--- config.mk ---
export PLATFORM = sky130hd
export DESIGN_NAME = tcr_regs
export DESIGN_NICKNAME = d
export VERILOG_FILES = /design/src/logic/tcr_pkg.sv /design/src/logic/tcr_ctrl_if.sv /design/src/logic/tcr_perf_gate.sv /design/src/logic/tcr_regs.sv
export SDC_FILE = /design/constraint.sdc
export NUM_CORES = 1
export LEC_CHECK = 0
export BUFFER_PORTS_ARGS = -buffer_cell sky130_fd_sc_hd__buf_2
export CAP_MARGIN = 20
export CORE_AREA = 2 2 202 204
export CTS_CLUSTER_SIZE = 12
export DETAILED_ROUTE_END_ITERATION = 10
export DIE_AREA = 0 0 204 206
export GPL_TIMING_DRIVEN = 0
export MAX_ROUTING_LAYER = met4
export PLACE_DENSITY = 0.48
export SYNTH_ARGS = -nofsm -noshare
export SYNTH_HDL_FRONTEND = slang
export SYNTH_SLANG_ARGS = --single-unit
--- constraint.sdc ---
create_clock -name ref_clk -period 6.6 [get_ports ref_clk]
set_clock_uncertainty 0.1 [all_clocks]
set_input_delay 0.66 -clock ref_clk [delete_from_list [all_inputs] [get_ports ref_clk]]
set_output_delay 0.66 -clock ref_clk [all_outputs]
set_load 0.02 [all_outputs]
--- src/logic/tcr_pkg.sv ---
// Package of constants and types for the trace control register set.
package tcr_pkg;

    // Debug instruction codes that select a register on the instruction port.
    localparam logic [7:0] TCR_INSN_DATA     = 8'h12;
    localparam logic [7:0] TCR_INSN_COH_CTRL = 8'h15;
    localparam logic [7:0] TCR_INSN_PERF     = 8'h16;

    // Memory-mapped debug segment offsets.
    localparam logic [15:0] TCR_OFS_COH_CTRL = 16'h3018;
    localparam logic [15:0] TCR_OFS_PERF     = 16'h3020;
    // Offset of the master-select register within the global debug block.
    localparam logic [15:0] TCR_OFS_MASTER   = 16'h0000;

    // Coherence trace control field positions.
    localparam int TCR_CT_MASTER_EN = 0;
    localparam int TCR_CT_CORE_EN   = 1;
    localparam int TCR_CT_ADDR_EN   = 2;
    localparam int TCR_CT_LEV_LO    = 3;
    localparam int TCR_CT_LEV_HI    = 4;
    localparam int TCR_CT_INHIBIT   = 5;
    localparam int TCR_CT_WB        = 7;
    localparam int TCR_CT_SRC_LO    = 8;
    localparam int TCR_CT_SRC_HI    = 11;

    // Performance counter trace control field positions.
    localparam int TCR_PC_PRESENT = 0;
    localparam int TCR_PC_ENABLE  = 1;
    localparam int TCR_PC_SYNC    = 2;
    localparam int TCR_PC_BP      = 3;
    localparam int TCR_PC_CALLRET = 4;
    localparam int TCR_PC_OVF     = 5;
    localparam int TCR_PC_IDLE    = 8;

    // Master-select field positions.
    localparam int TCR_MS_CORE_LO = 0;
    localparam int TCR_MS_CORE_HI = 3;
    localparam int TCR_MS_SELECT  = 4;

    // Reset values.
    localparam logic [6:0] TCR_COH_RST  = 7'h00;
    localparam logic [5:0] TCR_PERF_RST = 6'h00;
    localparam logic [4:0] TCR_MS_RST   = 5'h00;
    localparam logic       TCR_IDLE_RST = 1'b1;
    localparam logic [63:0] TCR_DATA_RST = 64'h0;

    // Number of cores sharing the coherence manager.
    localparam int TCR_NUM_CORES = 4;

    // Trace level codes.
    typedef enum logic [1:0] {
        TCR_LEV_PLAIN = 2'b00,
        TCR_LEV_STALL = 2'b01,
        TCR_LEV_RSV2  = 2'b10,
        TCR_LEV_RSV3  = 2'b11
    } tcr_level_t;

    // Indirect-access target codes.
    typedef enum logic [1:0] {
        TCR_TGT_COH   = 2'b00,
        TCR_TGT_PERF  = 2'b01,
        TCR_TGT_WORD  = 2'b10,
        TCR_TGT_OTHER = 2'b11
    } tcr_target_t;

endpackage

--- src/logic/tcr_ctrl_if.sv ---
// Interface carrying decoded register writes into the trigger gate.
`timescale 1ns/1ps
`default_nettype none
interface tcr_ctrl_if;
    logic       perf_enable;
    logic [3:0] perf_triggers;
    logic       overflow_evt;
    logic       callret_evt;
    logic       bp_evt;
    logic       sync_evt;
    logic       emit;
    modport ctrl (output perf_enable, output perf_triggers,
                  output overflow_evt, output callret_evt,
                  output bp_evt, output sync_evt, input emit);
    modport gate (input perf_enable, input perf_triggers,
                  input overflow_evt, input callret_evt,
                  input bp_evt, input sync_evt, output emit);
endinterface
`default_nettype wire

--- src/logic/tcr_perf_gate.sv ---
// Performance counter trace trigger gate.
`timescale 1ns/1ps
`default_nettype none
module tcr_perf_gate
    import tcr_pkg::*;
(
    tcr_ctrl_if.gate g
);
    // Triggers order: [0] sync, [1] breakpoint, [2] call/return, [3] overflow.
    assign g.emit = g.perf_enable &
                    ((g.perf_triggers[3] & g.overflow_evt) |
                     (g.perf_triggers[2] & g.callret_evt)  |
                     (g.perf_triggers[1] & g.bp_evt)       |
                     (g.perf_triggers[0] & g.sync_evt));
endmodule
`default_nettype wire

--- src/logic/tcr_regs.sv ---
// Trace control register set with coherence and performance trace gating.
// Function
// - Writeback bit passes or suppresses writeback trace.
// - Inhibit plus full FIFO stalls coherence manager.
// - Level 00 plain, 01 adds stall causes.
// - Address bit forces serialization-point address trace.
// - Per-core enable bypasses master core selection.
// - Effective per-core enable ORs all cores, software.
// - Coherence register reserved fields read zero.
// - Source identifier is read-only field.
// - Master-select holds core number, resets zero.
// - Select bit picks hardware or software control.
// - Idle flag read-only, resets one.
// - Overflow trigger emits counter values.
// - Call, return, exception trigger emits values.
// - Breakpoint trigger emits counter values.
// - Sync expiry trigger emits counter values.
// - Counter trace enable gates every trigger.
// - Present bit reports counter tracing exists.
// - Perf register at insn 16h, offset 3020h.
// - Indirect data writes target only when enabled.
// - Indirect data 64 bits for trace words.
// - Perf register reserved fields read zero.
// - Coherence register at insn 15h, offset 3018h.
`timescale 1ns/1ps
`default_nettype none
module tcr_regs
    import tcr_pkg::*;
#(
    parameter logic       COUNTER_TRACE_PRESENT = 1'b1,
    parameter logic [3:0] COHERENCE_SOURCE_ID   = 4'h0
)(
    input  wire logic        ref_clk,
    input  wire logic        sys_rst,
    // Debug instruction port: a write or read of the selected register.
    input  wire logic [7:0]  insn_code,
    input  wire logic        insn_write,
    input  wire logic        insn_read,
    input  wire logic [63:0] insn_wdata,
    output logic [63:0]      insn_rdata,
    // Memory-mapped debug segment access.
    input  wire logic [15:0] mm_addr,
    input  wire logic        mm_write,
    input  wire logic        mm_read,
    input  wire logic [31:0] mm_wdata,
    output logic [31:0]      mm_rdata,
    // Global debug block access to the master-select register.
    input  wire logic [15:0] gdb_addr,
    input  wire logic        gdb_write,
    input  wire logic [31:0] gdb_wdata,
    output logic [31:0]      gdb_rdata,
    // Indirect-access selection and write enable from the control block.
    input  wire logic [1:0]  indirect_select,
    input  wire logic        indirect_write_enable,
    input  wire logic [63:0] trace_word_rdata,
    output logic             trace_word_we,
    output logic [63:0]      trace_word_wdata,
    output logic [31:0]      other_reg_wdata,
    output logic             other_reg_we,
    input  wire logic [31:0] other_reg_rdata,
    // Coherence manager side.
    input  wire logic        writeback_req,
    input  wire logic        coherence_fifo_full,
    input  wire logic [TCR_NUM_CORES-1:0] per_core_coherence_enable,
    input  wire logic        software_trace_on,
    input  wire logic        hw_trace_enable,
    input  wire logic        trace_busy,
    output logic             writeback_trace,
    output logic             coherence_stall,
    output logic [1:0]       coherence_trace_level,
    output logic             address_trace_enable,
    output logic             coherence_trace_on,
    output logic             effective_core_enable,
    // Core trace side: performance counter trigger events.
    input  wire logic        overflow_event,
    input  wire logic        callret_event,
    input  wire logic        breakpoint_event,
    input  wire logic        sync_event,
    output logic             counter_trace_emit
);

    logic       writeback_trace_enable;
    logic       overflow_inhibit;
    logic [1:0] level_field;
    logic       addr_en;
    logic       core_en;
    logic       coherence_master_enable;
    logic [5:0] perf_bits;
    logic [3:0] master_core_number;
    logic       trace_control_source_select;
    logic       trace_idle_flag;
    logic [63:0] indirect_trace_data;
    logic [31:0] coh_view;
    logic [31:0] perf_view;
    logic       coh_wr;
    logic       perf_wr;
    logic       ind_wr;
    logic [63:0] coh_wval;
    logic [63:0] perf_wval;
    logic [63:0] ind_rval;
    logic       gate_on;

    tcr_ctrl_if cif ();

    assign coh_view = {16'h0000, 4'h0, COHERENCE_SOURCE_ID,
                       writeback_trace_enable, 1'b0, overflow_inhibit,
                       level_field, addr_en, core_en,
                       coherence_master_enable};
    assign perf_view = {23'h000000, trace_idle_flag, 2'b00,
                        perf_bits[5:1],
                        COUNTER_TRACE_PRESENT};

    // Indirect accesses write the selected target only with write enable.
    assign ind_wr = insn_write && insn_code == TCR_INSN_DATA &&
                    indirect_write_enable;

    assign coh_wr = (insn_write && insn_code == TCR_INSN_COH_CTRL) ||
                    (mm_write && mm_addr == TCR_OFS_COH_CTRL) ||
                    (ind_wr && indirect_select == TCR_TGT_COH);
    assign perf_wr = (insn_write && insn_code == TCR_INSN_PERF) ||
                     (mm_write && mm_addr == TCR_OFS_PERF) ||
                     (ind_wr && indirect_select == TCR_TGT_PERF);

    always_comb begin
        if (ind_wr) begin
            coh_wval = insn_wdata;
        end else if (insn_write) begin
            coh_wval = insn_wdata;
        end else begin
            coh_wval = {32'h00000000, mm_wdata};
        end
        perf_wval = coh_wval;
    end

    // Coherence trace control fields.
    always_ff @(posedge ref_clk or posedge sys_rst) begin
        if (sys_rst) begin
            {writeback_trace_enable, overflow_inhibit, level_field,
             addr_en, core_en, coherence_master_enable} <= TCR_COH_RST;
        end else if (coh_wr) begin
            writeback_trace_enable  <= coh_wval[TCR_CT_WB];
            overflow_inhibit        <= coh_wval[TCR_CT_INHIBIT];
            level_field             <= coh_wval[TCR_CT_LEV_HI:TCR_CT_LEV_LO];
            addr_en                 <= coh_wval[TCR_CT_ADDR_EN];
            core_en                 <= coh_wval[TCR_CT_CORE_EN];
            coherence_master_enable <= coh_wval[TCR_CT_MASTER_EN];
        end
    end

    // Performance counter trace control fields; bit 0 is the preset.
    always_ff @(posedge ref_clk or posedge sys_rst) begin
        if (sys_rst) begin
            perf_bits <= TCR_PERF_RST;
        end else if (perf_wr) begin
            perf_bits <= {perf_wval[TCR_PC_OVF:TCR_PC_ENABLE], 1'b0};
        end
    end

    // Master-select register in the global debug block.
    always_ff @(posedge ref_clk or posedge sys_rst) begin
        if (sys_rst) begin
            {trace_control_source_select, master_core_number} <= TCR_MS_RST;
        end else if (gdb_write && gdb_addr == TCR_OFS_MASTER) begin
            master_core_number <=
                gdb_wdata[TCR_MS_CORE_HI:TCR_MS_CORE_LO];
            trace_control_source_select <= gdb_wdata[TCR_MS_SELECT];
        end
    end

    // Idle flag follows the trace hardware.
    always_ff @(posedge ref_clk or posedge sys_rst) begin
        if (sys_rst) begin
            trace_idle_flag <= TCR_IDLE_RST;
        end else begin
            trace_idle_flag <= ~trace_busy;
        end
    end

    // Indirect data register: 64 bits for trace words, else 32.
    always_comb begin
        unique case (tcr_target_t'(indirect_select))
            TCR_TGT_COH:   ind_rval = {32'h00000000, coh_view};
            TCR_TGT_PERF:  ind_rval = {32'h00000000, perf_view};
            TCR_TGT_WORD:  ind_rval = trace_word_rdata;
            TCR_TGT_OTHER: ind_rval = {32'h00000000, other_reg_rdata};
        endcase
    end

    always_ff @(posedge ref_clk or posedge sys_rst) begin
        if (sys_rst) begin
            indirect_trace_data <= TCR_DATA_RST;
        end else if (insn_read && insn_code == TCR_INSN_DATA) begin
            indirect_trace_data <= ind_rval;
        end else if (ind_wr) begin
            indirect_trace_data <= (indirect_select == TCR_TGT_WORD) ?
                insn_wdata : {32'h00000000, insn_wdata[31:0]};
        end
    end

    always_ff @(posedge ref_clk or posedge sys_rst) begin
        if (sys_rst) begin
            trace_word_we    <= 1'b0;
            other_reg_we     <= 1'b0;
            trace_word_wdata <= TCR_DATA_RST;
            other_reg_wdata  <= 32'h00000000;
        end else begin
            trace_word_we <= ind_wr && indirect_select == TCR_TGT_WORD;
            other_reg_we  <= ind_wr && indirect_select == TCR_TGT_OTHER;
            if (ind_wr) begin
                trace_word_wdata <= insn_wdata;
                other_reg_wdata  <= insn_wdata[31:0];
            end
        end
    end

    always_comb begin
        unique case (insn_code)
            TCR_INSN_COH_CTRL: insn_rdata = {32'h00000000, coh_view};
            TCR_INSN_PERF:     insn_rdata = {32'h00000000, perf_view};
            TCR_INSN_DATA:     insn_rdata = indirect_trace_data;
            default:           insn_rdata = 64'h0;
        endcase
    end

    always_comb begin
        mm_rdata = 32'h00000000;
        if (mm_read && mm_addr == TCR_OFS_COH_CTRL) begin
            mm_rdata = coh_view;
        end else if (mm_read && mm_addr == TCR_OFS_PERF) begin
            mm_rdata = perf_view;
        end
    end

    assign gdb_rdata = (gdb_addr == TCR_OFS_MASTER) ?
        {27'h0000000, trace_control_source_select, master_core_number} :
        32'h00000000;

    // Coherence trace gating toward the coherence manager.
    // This core's own enable bit joins the other cores' bits in the OR.
    assign effective_core_enable = core_en |
                                   (|per_core_coherence_enable) |
                                   software_trace_on;
    assign gate_on = trace_control_source_select ? software_trace_on :
                                                   hw_trace_enable;
    assign coherence_trace_on = coherence_master_enable &&
                                (gate_on || effective_core_enable);
    assign writeback_trace = coherence_trace_on &&
                             writeback_trace_enable && writeback_req;
    assign coherence_stall = coherence_trace_on && overflow_inhibit &&
                             coherence_fifo_full;
    assign coherence_trace_level = level_field;
    assign address_trace_enable = coherence_trace_on && addr_en;

    // Performance counter trigger gate.
    assign cif.perf_enable   = perf_bits[TCR_PC_ENABLE] &
                               COUNTER_TRACE_PRESENT;
    assign cif.perf_triggers = perf_bits[TCR_PC_OVF:TCR_PC_SYNC];
    assign cif.overflow_evt  = overflow_event;
    assign cif.callret_evt   = callret_event;
    assign cif.bp_evt        = breakpoint_event;
    assign cif.sync_evt      = sync_event;
    assign counter_trace_emit = cif.emit;

    tcr_perf_gate u_gate (
        .g (cif.gate)
    );

    AST_RESERVED_ZERO: assert property (
        @(posedge ref_clk) disable iff (sys_rst)
        (mm_read && mm_addr == TCR_OFS_COH_CTRL)
        |-> mm_rdata[15:12] == 4'h0 && mm_rdata[6] == 1'b0)
        else $error("coherence reserved bits nonzero");
    AST_SRC_READ_ONLY: assert property (
        @(posedge ref_clk) disable iff (sys_rst)
        (mm_read && mm_addr == TCR_OFS_COH_CTRL)
        |-> mm_rdata[TCR_CT_SRC_HI:TCR_CT_SRC_LO] == COHERENCE_SOURCE_ID)
        else $error("source identifier not presented");
    AST_PERF_RSV: assert property (
        @(posedge ref_clk) disable iff (sys_rst)
        (insn_code == TCR_INSN_PERF)
        |-> insn_rdata[31:9] == 23'h0 && insn_rdata[7:6] == 2'b00)
        else $error("perf reserved bits nonzero");
    AST_MASTER_OFF: assert property (
        @(posedge ref_clk) disable iff (sys_rst)
        !coherence_master_enable |-> !coherence_trace_on)
        else $error("coherence trace on while master disabled");
    AST_STALL: assert property (
        @(posedge ref_clk) disable iff (sys_rst)
        coherence_stall ==
        (coherence_trace_on && overflow_inhibit && coherence_fifo_full))
        else $error("stall does not follow full FIFO with inhibit");
    AST_WB_SUPPRESS: assert property (
        @(posedge ref_clk) disable iff (sys_rst)
        !writeback_trace_enable |-> !writeback_trace)
        else $error("writeback traced while disabled");
    AST_ADDR_OFF: assert property (
        @(posedge ref_clk) disable iff (sys_rst)
        !coherence_trace_on |-> !address_trace_enable)
        else $error("address trace while coherence trace off");
    AST_PERF_GATE: assert property (
        @(posedge ref_clk) disable iff (sys_rst)
        !perf_bits[TCR_PC_ENABLE] |-> !counter_trace_emit)
        else $error("counter trace without enable");
    AST_COH_WRITE: assert property (
        @(posedge ref_clk) disable iff (sys_rst)
        (insn_write && insn_code == TCR_INSN_COH_CTRL)
        |=> addr_en == $past(insn_wdata[TCR_CT_ADDR_EN]))
        else $error("coherence write not applied next cycle");
    AST_PERF_WRITE: assert property (
        @(posedge ref_clk) disable iff (sys_rst)
        (mm_write && mm_addr == TCR_OFS_PERF && !insn_write)
        |=> perf_bits[TCR_PC_ENABLE] == $past(mm_wdata[TCR_PC_ENABLE]))
        else $error("perf write not applied next cycle");
    AST_MASTER_WRITE: assert property (
        @(posedge ref_clk) disable iff (sys_rst)
        (gdb_write && gdb_addr == TCR_OFS_MASTER)
        |=> {trace_control_source_select, master_core_number} ==
            $past(gdb_wdata[TCR_MS_SELECT:TCR_MS_CORE_LO]))
        else $error("master-select write not applied next cycle");
    AST_IND_NOWR: assert property (
        @(posedge ref_clk) disable iff (sys_rst)
        (insn_write && insn_code == TCR_INSN_DATA && !indirect_write_enable)
        |=> !trace_word_we && !other_reg_we)
        else $error("indirect write without enable");
    AST_IND_WIDTH: assert property (
        @(posedge ref_clk) disable iff (sys_rst)
        (insn_read && insn_code == TCR_INSN_DATA &&
         indirect_select != TCR_TGT_WORD)
        |=> indirect_trace_data[63:32] == 32'h0)
        else $error("narrow indirect read has upper bits set");
    AST_IDLE: assert property (
        @(posedge ref_clk) disable iff (sys_rst)
        trace_busy |=> !trace_idle_flag)
        else $error("idle flag set while busy");
    AST_IDLE_SET: assert property (
        @(posedge ref_clk) disable iff (sys_rst)
        !trace_busy |=> trace_idle_flag)
        else $error("idle flag clear while not busy");

    COV_WB: cover property (@(posedge ref_clk) writeback_trace);
    COV_STALL: cover property (@(posedge ref_clk) coherence_stall);
    COV_EMIT: cover property (@(posedge ref_clk) counter_trace_emit);
    COV_IND: cover property (@(posedge ref_clk) trace_word_we);
    COV_LEVEL: cover property (@(posedge ref_clk)
        coherence_trace_level == TCR_LEV_STALL);

endmodule
`default_nettype wire

Word-level counts from Yosys, hierarchy flattened
Cells that the tools add are included.
{ "op_classes": {"n_reduce_logical": 29, "mux": 11, "n_eq_ne": 8, "bitwise_logic": 11} }
{ "ops": {"columns": ["cell", "n"], "rows": [
  ["$pmux W64 S4", 1],
  ["$mux W64", 3],
  ["$pmux W64 S3", 1],
  ["$eq A16 B14 Y1 const B", 2],
  ["$eq A8 B5 Y1 const B", 3],
  ["$logic_and A1 B1 Y1", 20],
  ["$mux W9", 2],
  ["$logic_not A16 Y1", 1],
  ["$mux W8", 2],
  ["$and A1 B1 Y1", 5],
  ["$logic_or A1 B1 Y1", 5],
  ["$mux W5", 1],
  ["$or A1 B1 Y1", 5],
  ["$eq A2 B2 Y1 const B", 2],
  ["$reduce_or A4 Y1", 1],
  ["$eq A2 B1 Y1 const B", 1],
  ["$logic_not A2 Y1", 1],
  ["$reduce_bool A2 Y1", 1],
  ["$mux W1", 1],
  ["$not A1 Y1", 1]
]} }
{ "word_totals": {"out_inout_bits": 234, "word_cells": 74, "in_bits": 287, "regBits": 180} }

Depth between registers and ports, before layout
Gate-level depths: netlist (run 1).
{ "depth": {"ltp_word": 7, "depth_mapped": 7, "depth_no_buf": 5} }

Hierarchy
From an unflattened synthesis (run 1), not the netlist that was laid out.
{ "unflattened": {"hier_cells": 901, "area_unflattened_um2": 8074.0} }
{ "modules_own_cells": {"columns": ["module", "area_each_um2", "cells_per_inst", "instances"], "rows": [
  ["tcr_regs", 8051.5, 898, 1],
  ["tcr_perf_gate", 22.5, 3, 1]
]} }

Least setup slack after synthesis (run 1)
OpenSTA, ideal clock, no wires.
{ "synth_path": {"kind": "input -> output", "startpoint": "input port insn_code[5]", "endpoint": "output port insn_rdata[11]", "path_slack_ps": 4065, "stages": 4, "arrival_time_ps": 1775, "path_cell_list": "nor4_4 clkbuf_1 clkbuf_1 and3_1"} }
{ "synth_between": {"elab_chain_len": 2, "elab_cells_between_ends": 4} }
{ "synth_lines": {"columns": ["element", "line_no", "rtl"], "rows": [
  ["start, declared", "tcr_regs.sv:36", "input wire logic [7:0] insn_code,"],
  ["$eq A8 B5 Y1", "tcr_regs.sv:217", "unique case (insn_code)"],
  ["$pmux W64 S3 *", "tcr_regs.sv:217", null],
  ["end, declared", "tcr_regs.sv:40", "output logic [63:0] insn_rdata,"]
]} }
Mark *: on every way between the ends. The rest lies on a longest branch, timed or not.

Final worst setup path (run 1)
{ "layout_path": {"startpoint": "input port insn_code[5]", "endpoint": "output port insn_rdata[16]"} }
Same word-level chain as after synthesis.

==> results.sh, run 1 <==
export IMPL_post_dp_cell_area_um2=11100
export IMPL_grt_pass1_wl_mm=51.0
export IMPL_routed_via_density=4.17
export IMPL_fmax_mhz=268
export IMPL_p_per_area_nw_per_um2=191
export IMPL_synth_edf_count=0
export IMPL_rsz0062_at_grt="false"
export IMPL_ys_top_cells_by_count="nand2_1, dfrtp_1, buf_4"
export IMPL_cts_made_buffers=17
export IMPL_status="completed"
export IMPL_endpoint_kind="output pin"
export IMPL_setup_violations=0
export IMPL_hold_violations=0
export IMPL_io_buffer_count=415
export IMPL_cp_start_kind="input port"
export IMPL_clock_latency_ns=0.44
export IMPL_ys_warn_count=0
export IMPL_antenna_left=0
export IMPL_syn_inst=886
export IMPL_drive_above_1_share=0.434
export IMPL_drc=0
export IMPL_cts_tree="built"
export IMPL_crit_type="input port to output pin"
export IMPL_async_reset_ff_frac=1.00
export IMPL_yosysTopAreaCell="dfrtp_1"
export IMPL_die_w_um=204
export IMPL_finalCritPeriodShare=0.566
export IMPL_h_tree_depth=4
export IMPL_routed_wl_mm=35.4
export IMPL_core_area_um2=40200
export IMPL_start_util=0.201
export IMPL_cp_required_ns=5.84
export IMPL_num_rows=74
export IMPL_pre_cts_ws_ns=2.74
export IMPL_fp_dieH_um=206
export IMPL_worstMarginPinSlew_ns=0.929
export IMPL_ir_worst_vdd_uv=174
export IMPL_hpwl_mm=27.8
export IMPL_synth_cell_type_count=48
export IMPL_synth_seq_cells=148
export IMPL_cts_root_buf="clkbuf_16"
export IMPL_io_pins=521
export IMPL_worst_slack_ns=2.87
export IMPL_synthTopCellsByArea="dfrtp_1, nand2_1, buf_4"
export IMPL_grt_ovfl_total=0
export IMPL_crit_fanout=11
export IMPL_fill_cells=4413
export IMPL_maxSlewHeadroom=0.381
export IMPL_postLayoutCellArea_um2=11600
export IMPL_p_leak_nw=6.73
export IMPL_synth_top_cell_area_share=0.455
export IMPL_dieArea_um2=42000
export IMPL_dp_cells=1884
export IMPL_firstDrtPassIters=5
export IMPL_synth_area_um2=8090
export IMPL_drv_cap=0
export IMPL_synth_most_common_cell="nand2_1"
export IMPL_drt_initial_drc_count=409
export IMPL_post_cts_setup_buffers=0
export IMPL_period_minus_slack_ns=3.73
export IMPL_critPathArrivalTime_ns=2.97
export IMPL_area_growth_synth_to_final_pct=43.7
export IMPL_fin_cells=1925
export IMPL_yosysSeqAreaShare=0.458
export IMPL_grt_usage=0.171
export IMPL_wire_per_inst_um=18.4
export IMPL_synth_avg_cell_area_um2=9.13
export IMPL_ctsHoldBuffers=0
export IMPL_antenna_found_initial=7
export IMPL_clk_path_buf_depth=2
export IMPL_post_route_util=0.289
export IMPL_grt_pass1_vias=8031
export IMPL_layout_nets=1658
export IMPL_hp_class="input port to asynchronous set/reset pin"
export IMPL_cts_sink_count=148
export IMPL_path_clk_slew_ns=0.07
export IMPL_vias=8028
export IMPL_slew_violations=0
export IMPL_grt_max_degree=84
export IMPL_synth_flop_cell="dfrtp_1"
export IMPL_gp_congestion=0.907
export IMPL_finalPower_mw=2.21
export IMPL_cts_resized=0
==> routing by layer <==
layer | up-vias | global-route usage | wire (µm)
met2 | 289 | 0.283 | 17300
met3 | 26 | 0.0440 | 2360
met4 | 0 | 0.0401 | 485
met5 | - | - | 0
met1 | 3842 | 0.210 | 15300
li1 | 3871 | - | -
==> cells by family after synthesis <==
logic type / synth area share
flip-flops: 0.458
multiplexers: 0.117
other: 0.000464
buffers and inverters: 0.116
AND/OR/NAND/NOR: 0.211
AO/OA/AOI/OAI: 0.0978
==> cell usage in the layout (no fill, tap or decap), types with 6 or more instances in the layout <==
master / count
buf_2: 427
nand2_1: 260
dfrtp_1: 147
buf_4: 86
and3_1: 60
conb_1: 51
clkbuf_1: 39
mux2i_1: 38
mux2_2: 37
a21oi_1: 34
a31oi_1: 24
o21ai_1: 20
o21ai_0: 19
clkbuf_16: 17
and2_1: 11
nor2_1: 11
diode_2: 9
inv_1: 9
a22oi_1: 9
a22o_1: 7
nor4_1: 6
clkinv_2: 6
==> worst max-delay path, cell delays in order <==
cell      delay [ns]
buf_2           0.12
nor4_4          0.54
clkbuf_1        0.50
clkbuf_1        0.66
and3_1          0.30
buf_2           0.18
==> registers in the layout (all words and copies together) (netlist names) <==
signal and count:
addr_en 1, core_en 1, overflow_inhibit 1, indirect_trace_data 64, other_reg_we 1, perf_bits 5
coherence_master_enable 1, writeback_trace_enable 1, master_core_number 4, trace_word_we 1, coherence_trace_level 2, trace_word_wdata 64
trace_control_source_select 1, trace_idle_flag 1
==> worst paths after layout <==
path | start | to | slack (ns) | depth (start not counted)
worst min register to register | indirect_trace_data[61]$_DFFE_PP0P_ | indirect_trace_data[61]$_DFFE_PP0P_ | 0.37 | 2
worst max register to register | overflow_inhibit$_DFFE_PP0P_ | indirect_trace_data[5]$_DFFE_PP0P_ | 5.13 | 3
worst max-delay path | insn_code[5] | insn_rdata[16] | 2.87 | 6
min in group ref_clk | trace_busy | trace_idle_flag$_DFF_PP1_ | 0.23 | 2
max in group asynchronous | sys_rst | indirect_trace_data[61]$_DFFE_PP0P_ | 5.42 | 3
worst min-delay path | sys_rst | perf_bits[4]$_DFFE_PP0P_ | 0.14 | 2
==> power by group <==
part / total, mW / switching (mW) / internal [mW] / leakage (nW)
clock: 0.934 / 0.419 / 0.514 / 0.257
sequential: 0.970 / 0.0266 / 0.943 / 2.01
combinational: 0.310 / 0.171 / 0.139 / 4.46
total: 2.21 / 0.617 / 1.60 / 6.73
==> through the flow <==
step           hold slack (ns)  setup TNS [ns]
3_3_place_gp             0.356          -82.72
4_1_cts                  0.163               0
6_report                 0.140               0
5_1_grt                  0.180               0
2_1_floorplan            0.342               0
3_5_place_dp             0.358               0
==> final cells by class <==
| cell class | count | area (µm²) | share of cell area |
|---|---|---|---|
| inverters | 10 | 45.0 | 0.00388 |
| clock inverters | 14 | 115 | 0.00991 |
| diodes | 9 | 22.5 | 0.00194 |
| well taps | 532 | 666 | 0.0573 |
| clock buffers | 18 | 429 | 0.0369 |
| plain buffers | 141 | 897 | 0.0772 |
| flip-flops and latches | 148 | 3700 | 0.319 |
| repair buffers | 416 | 2100 | 0.181 |
| multi-input cells | 637 | 3630 | 0.313 |
Note: power is estimated with default switching activity, not from simulation.
==> run 2: changes to the inputs <==
--- a/config.mk
+++ b/config.mk
@@ -7,13 +7,13 @@
 export LEC_CHECK = 0
 export BUFFER_PORTS_ARGS = -buffer_cell sky130_fd_sc_hd__buf_2
 export CAP_MARGIN = 20
-export CORE_AREA = 2 2 202 204
+export CORE_AREA = 2 2 205 207
 export CTS_CLUSTER_SIZE = 12
 export DETAILED_ROUTE_END_ITERATION = 10
-export DIE_AREA = 0 0 204 206
+export DIE_AREA = 0 0 207 209
 export GPL_TIMING_DRIVEN = 0
 export MAX_ROUTING_LAYER = met4
-export PLACE_DENSITY = 0.48
+export PLACE_DENSITY = 0.47
 export SYNTH_ARGS = -nofsm -noshare
 export SYNTH_HDL_FRONTEND = slang
 export SYNTH_SLANG_ARGS = --single-unit
==> constraint.sdc (replaced) <==
create_clock -name ref_clk -period 3.6 [get_ports ref_clk]
set_clock_uncertainty 0.1 [all_clocks]
set_input_delay 0.36 -clock ref_clk [delete_from_list [all_inputs] [get_ports ref_clk]]
set_output_delay 0.36 -clock ref_clk [all_outputs]
set_load 0.02 [all_outputs]
==> results.sh, run 2 (synthesis gave the netlist of run 1 again) <==
export IMPL_firstDrtPassIters=5
export IMPL_period_minus_slack_ns=3.06
export IMPL_wl_met1_mm=15.7
export IMPL_rsz0062_at_grt="false"
export IMPL_vias=8091
export IMPL_drt_initial_drc_count=323
export IMPL_p_per_area_nw_per_um2=370
export IMPL_grt_pass1_vias=8317
export IMPL_routed_via_density=4.16
export IMPL_grt_usage=0.170
export IMPL_setup_violations=0
export IMPL_fill_cells=4487
export IMPL_cts_tree="built"
export IMPL_clock_latency_ns=0.44
export IMPL_fp_dieH_um=209
export IMPL_io_buffer_count=415
export IMPL_hold_violations=0
export IMPL_top_layer="met4"
export IMPL_grt_pass1_wl_mm=53.0
export IMPL_layout_nets=1681
export IMPL_num_rows=75
export IMPL_cts_root_buf="clkbuf_16"
export IMPL_crit_type="input port to output pin"
export IMPL_drive_above_1_share=0.429
export IMPL_start_util=0.196
export IMPL_wl_met3_mm=2.20
export IMPL_maxSlewHeadroom=0.333
export IMPL_path_clk_slew_ns=0.06
export IMPL_dieArea_um2=43300
export IMPL_clk_path_buf_depth=2
export IMPL_worst_slack_ns=0.542
export IMPL_critPathArrivalTime_ns=2.60
export IMPL_finalCritPeriodShare=0.849
export IMPL_cts_sink_count=148
export IMPL_pre_cts_ws_ns=0.478
export IMPL_endpoint_kind="output pin"
export IMPL_p_int_mw=3.33
export IMPL_gp_congestion=0.893
export IMPL_final_cell_mix="buf_2, nand2_1, dfrtp_1, buf_4, and3_1"
export IMPL_swShare=0.250
export IMPL_pwr_share_clk=0.464
export IMPL_drc=0
export IMPL_crit_fanout=10
export IMPL_status="completed"
export IMPL_area_growth_synth_to_final_pct=48.2
export IMPL_crit_start="insn_code[5]"
export IMPL_p_leak_nw=6.91
export IMPL_ff2ff_setup_slack_ns=2.15
export IMPL_h_tree_depth=4
export IMPL_cts_resized=0
export IMPL_die_w_um=207
export IMPL_ctsHoldBuffers=20
export IMPL_setup_tns_final_ns=0
export IMPL_grt_ovfl_total=0
export IMPL_cp_required_ns=3.14
export IMPL_antenna_left=0
export IMPL_layout_cells_most_common="buf_2"
export IMPL_wire_per_inst_um=18.4
export IMPL_drv_cap=0
export IMPL_core_area_um2=41300
export IMPL_comb_power_share=0.135
export IMPL_hp_class="input port to flip-flop"
export IMPL_cp_start_kind="input port"
export IMPL_post_cts_setup_buffers=0
export IMPL_worstMarginPinSlew_ns=1.00
export IMPL_io_pins=521
export IMPL_sequentialPowerShare=0.401
export IMPL_fmax_mhz=327
export IMPL_wl_met2_mm=17.5
export IMPL_worstReg2RegStart="perf_bits[4]$_DFFE_PP0P_"
export IMPL_antenna_found_initial=2
export IMPL_p_switching_mw=1.11
export IMPL_min_delay_start="insn_wdata[42]"
export IMPL_biggestRegsByFlops="indirect_trace_data (64), trace_word_wdata (64), perf_bits (5)"
export IMPL_grt_max_degree=39
export IMPL_ir_worst_vdd_uv=327
export IMPL_routed_wl_mm=35.8
export IMPL_cts_made_buffers=17
export IMPL_slew_violations=0
export IMPL_hpwl_mm=28.3
-- run 2: layout make-up --
cell class / instances / area, µm² / area share
Sequential cell: 148 / 3700 / 0.309
Antenna cell: 1 / 2.50 / 0.000209
Inverter: 10 / 41.3 / 0.00345
Clock inverter: 8 / 169 / 0.0141
Buffer: 141 / 897 / 0.0749
Multi-Input combinational cell: 637 / 3630 / 0.303
Clock buffer: 24 / 502 / 0.0419
Timing Repair Buffer: 439 / 2360 / 0.197
Tap cell: 539 / 674 / 0.0563
-- run 2: final timing paths --
check	depth (start not counted)	end
min	3	trace_word_wdata[42]$_DFFE_PP0P_
max in group asynchronous	6	indirect_trace_data[52]$_DFFE_PP0P_
max	6	insn_rdata[41]
min reg2reg	2	trace_word_wdata[60]$_DFFE_PP0P_
max reg2reg	3	indirect_trace_data[4]$_DFFE_PP0P_
min in group asynchronous	3	trace_word_wdata[11]$_DFFE_PP0P_
-- run 2: metrics by stage --
stage | power (mW) | utilization | hold WS (ns) | std cells | instance area [µm²]
final | 4.44 | 0.290 | 0.0320 | 1947 | 12000
after global routing | 4.64 | 0.290 | 0.0227 | 1947 | 12000
after CTS | 4.51 | 0.290 | 0.000543 | 1946 | 12000
after detailed placement | 2.39 | 0.269 | 0.356 | 1894 | 11100
after global placement | 2.38 | 0.267 | 0.354 | 1890 | 11000
after floorplan | 2.12 | - | 0.286 | 936 | 8280
-- run 2: metal layers --
metal | GRT usage | vias up
met5 | - | -
li1 | - | 3903
met1 | 0.210 | 3873
met2 | 0.277 | 293
met3 | 0.0451 | 22
met4 | 0.0372 | 0
-- run 2: power by group through the flow --
stage / Sequential [mW] / Clock (mW) / Combinational (mW)
6_report: 1.78 / 2.06 / 0.597
3_3_place_gp: 1.81 / 0 / 0.570
3_5_place_dp: 1.81 / 0 / 0.585
4_1_cts: 1.78 / 2.13 / 0.603
5_1_grt: 1.79 / 2.20 / 0.654
2_1_floorplan: 1.82 / 0 / 0.301
-- run 2: critical path, stage by stage --
cell	delay (ns)
buf_2	0.12
nor4_4	0.53
clkbuf_1	0.49
clkbuf_1	0.62
and3_1	0.27
buf_2	0.18
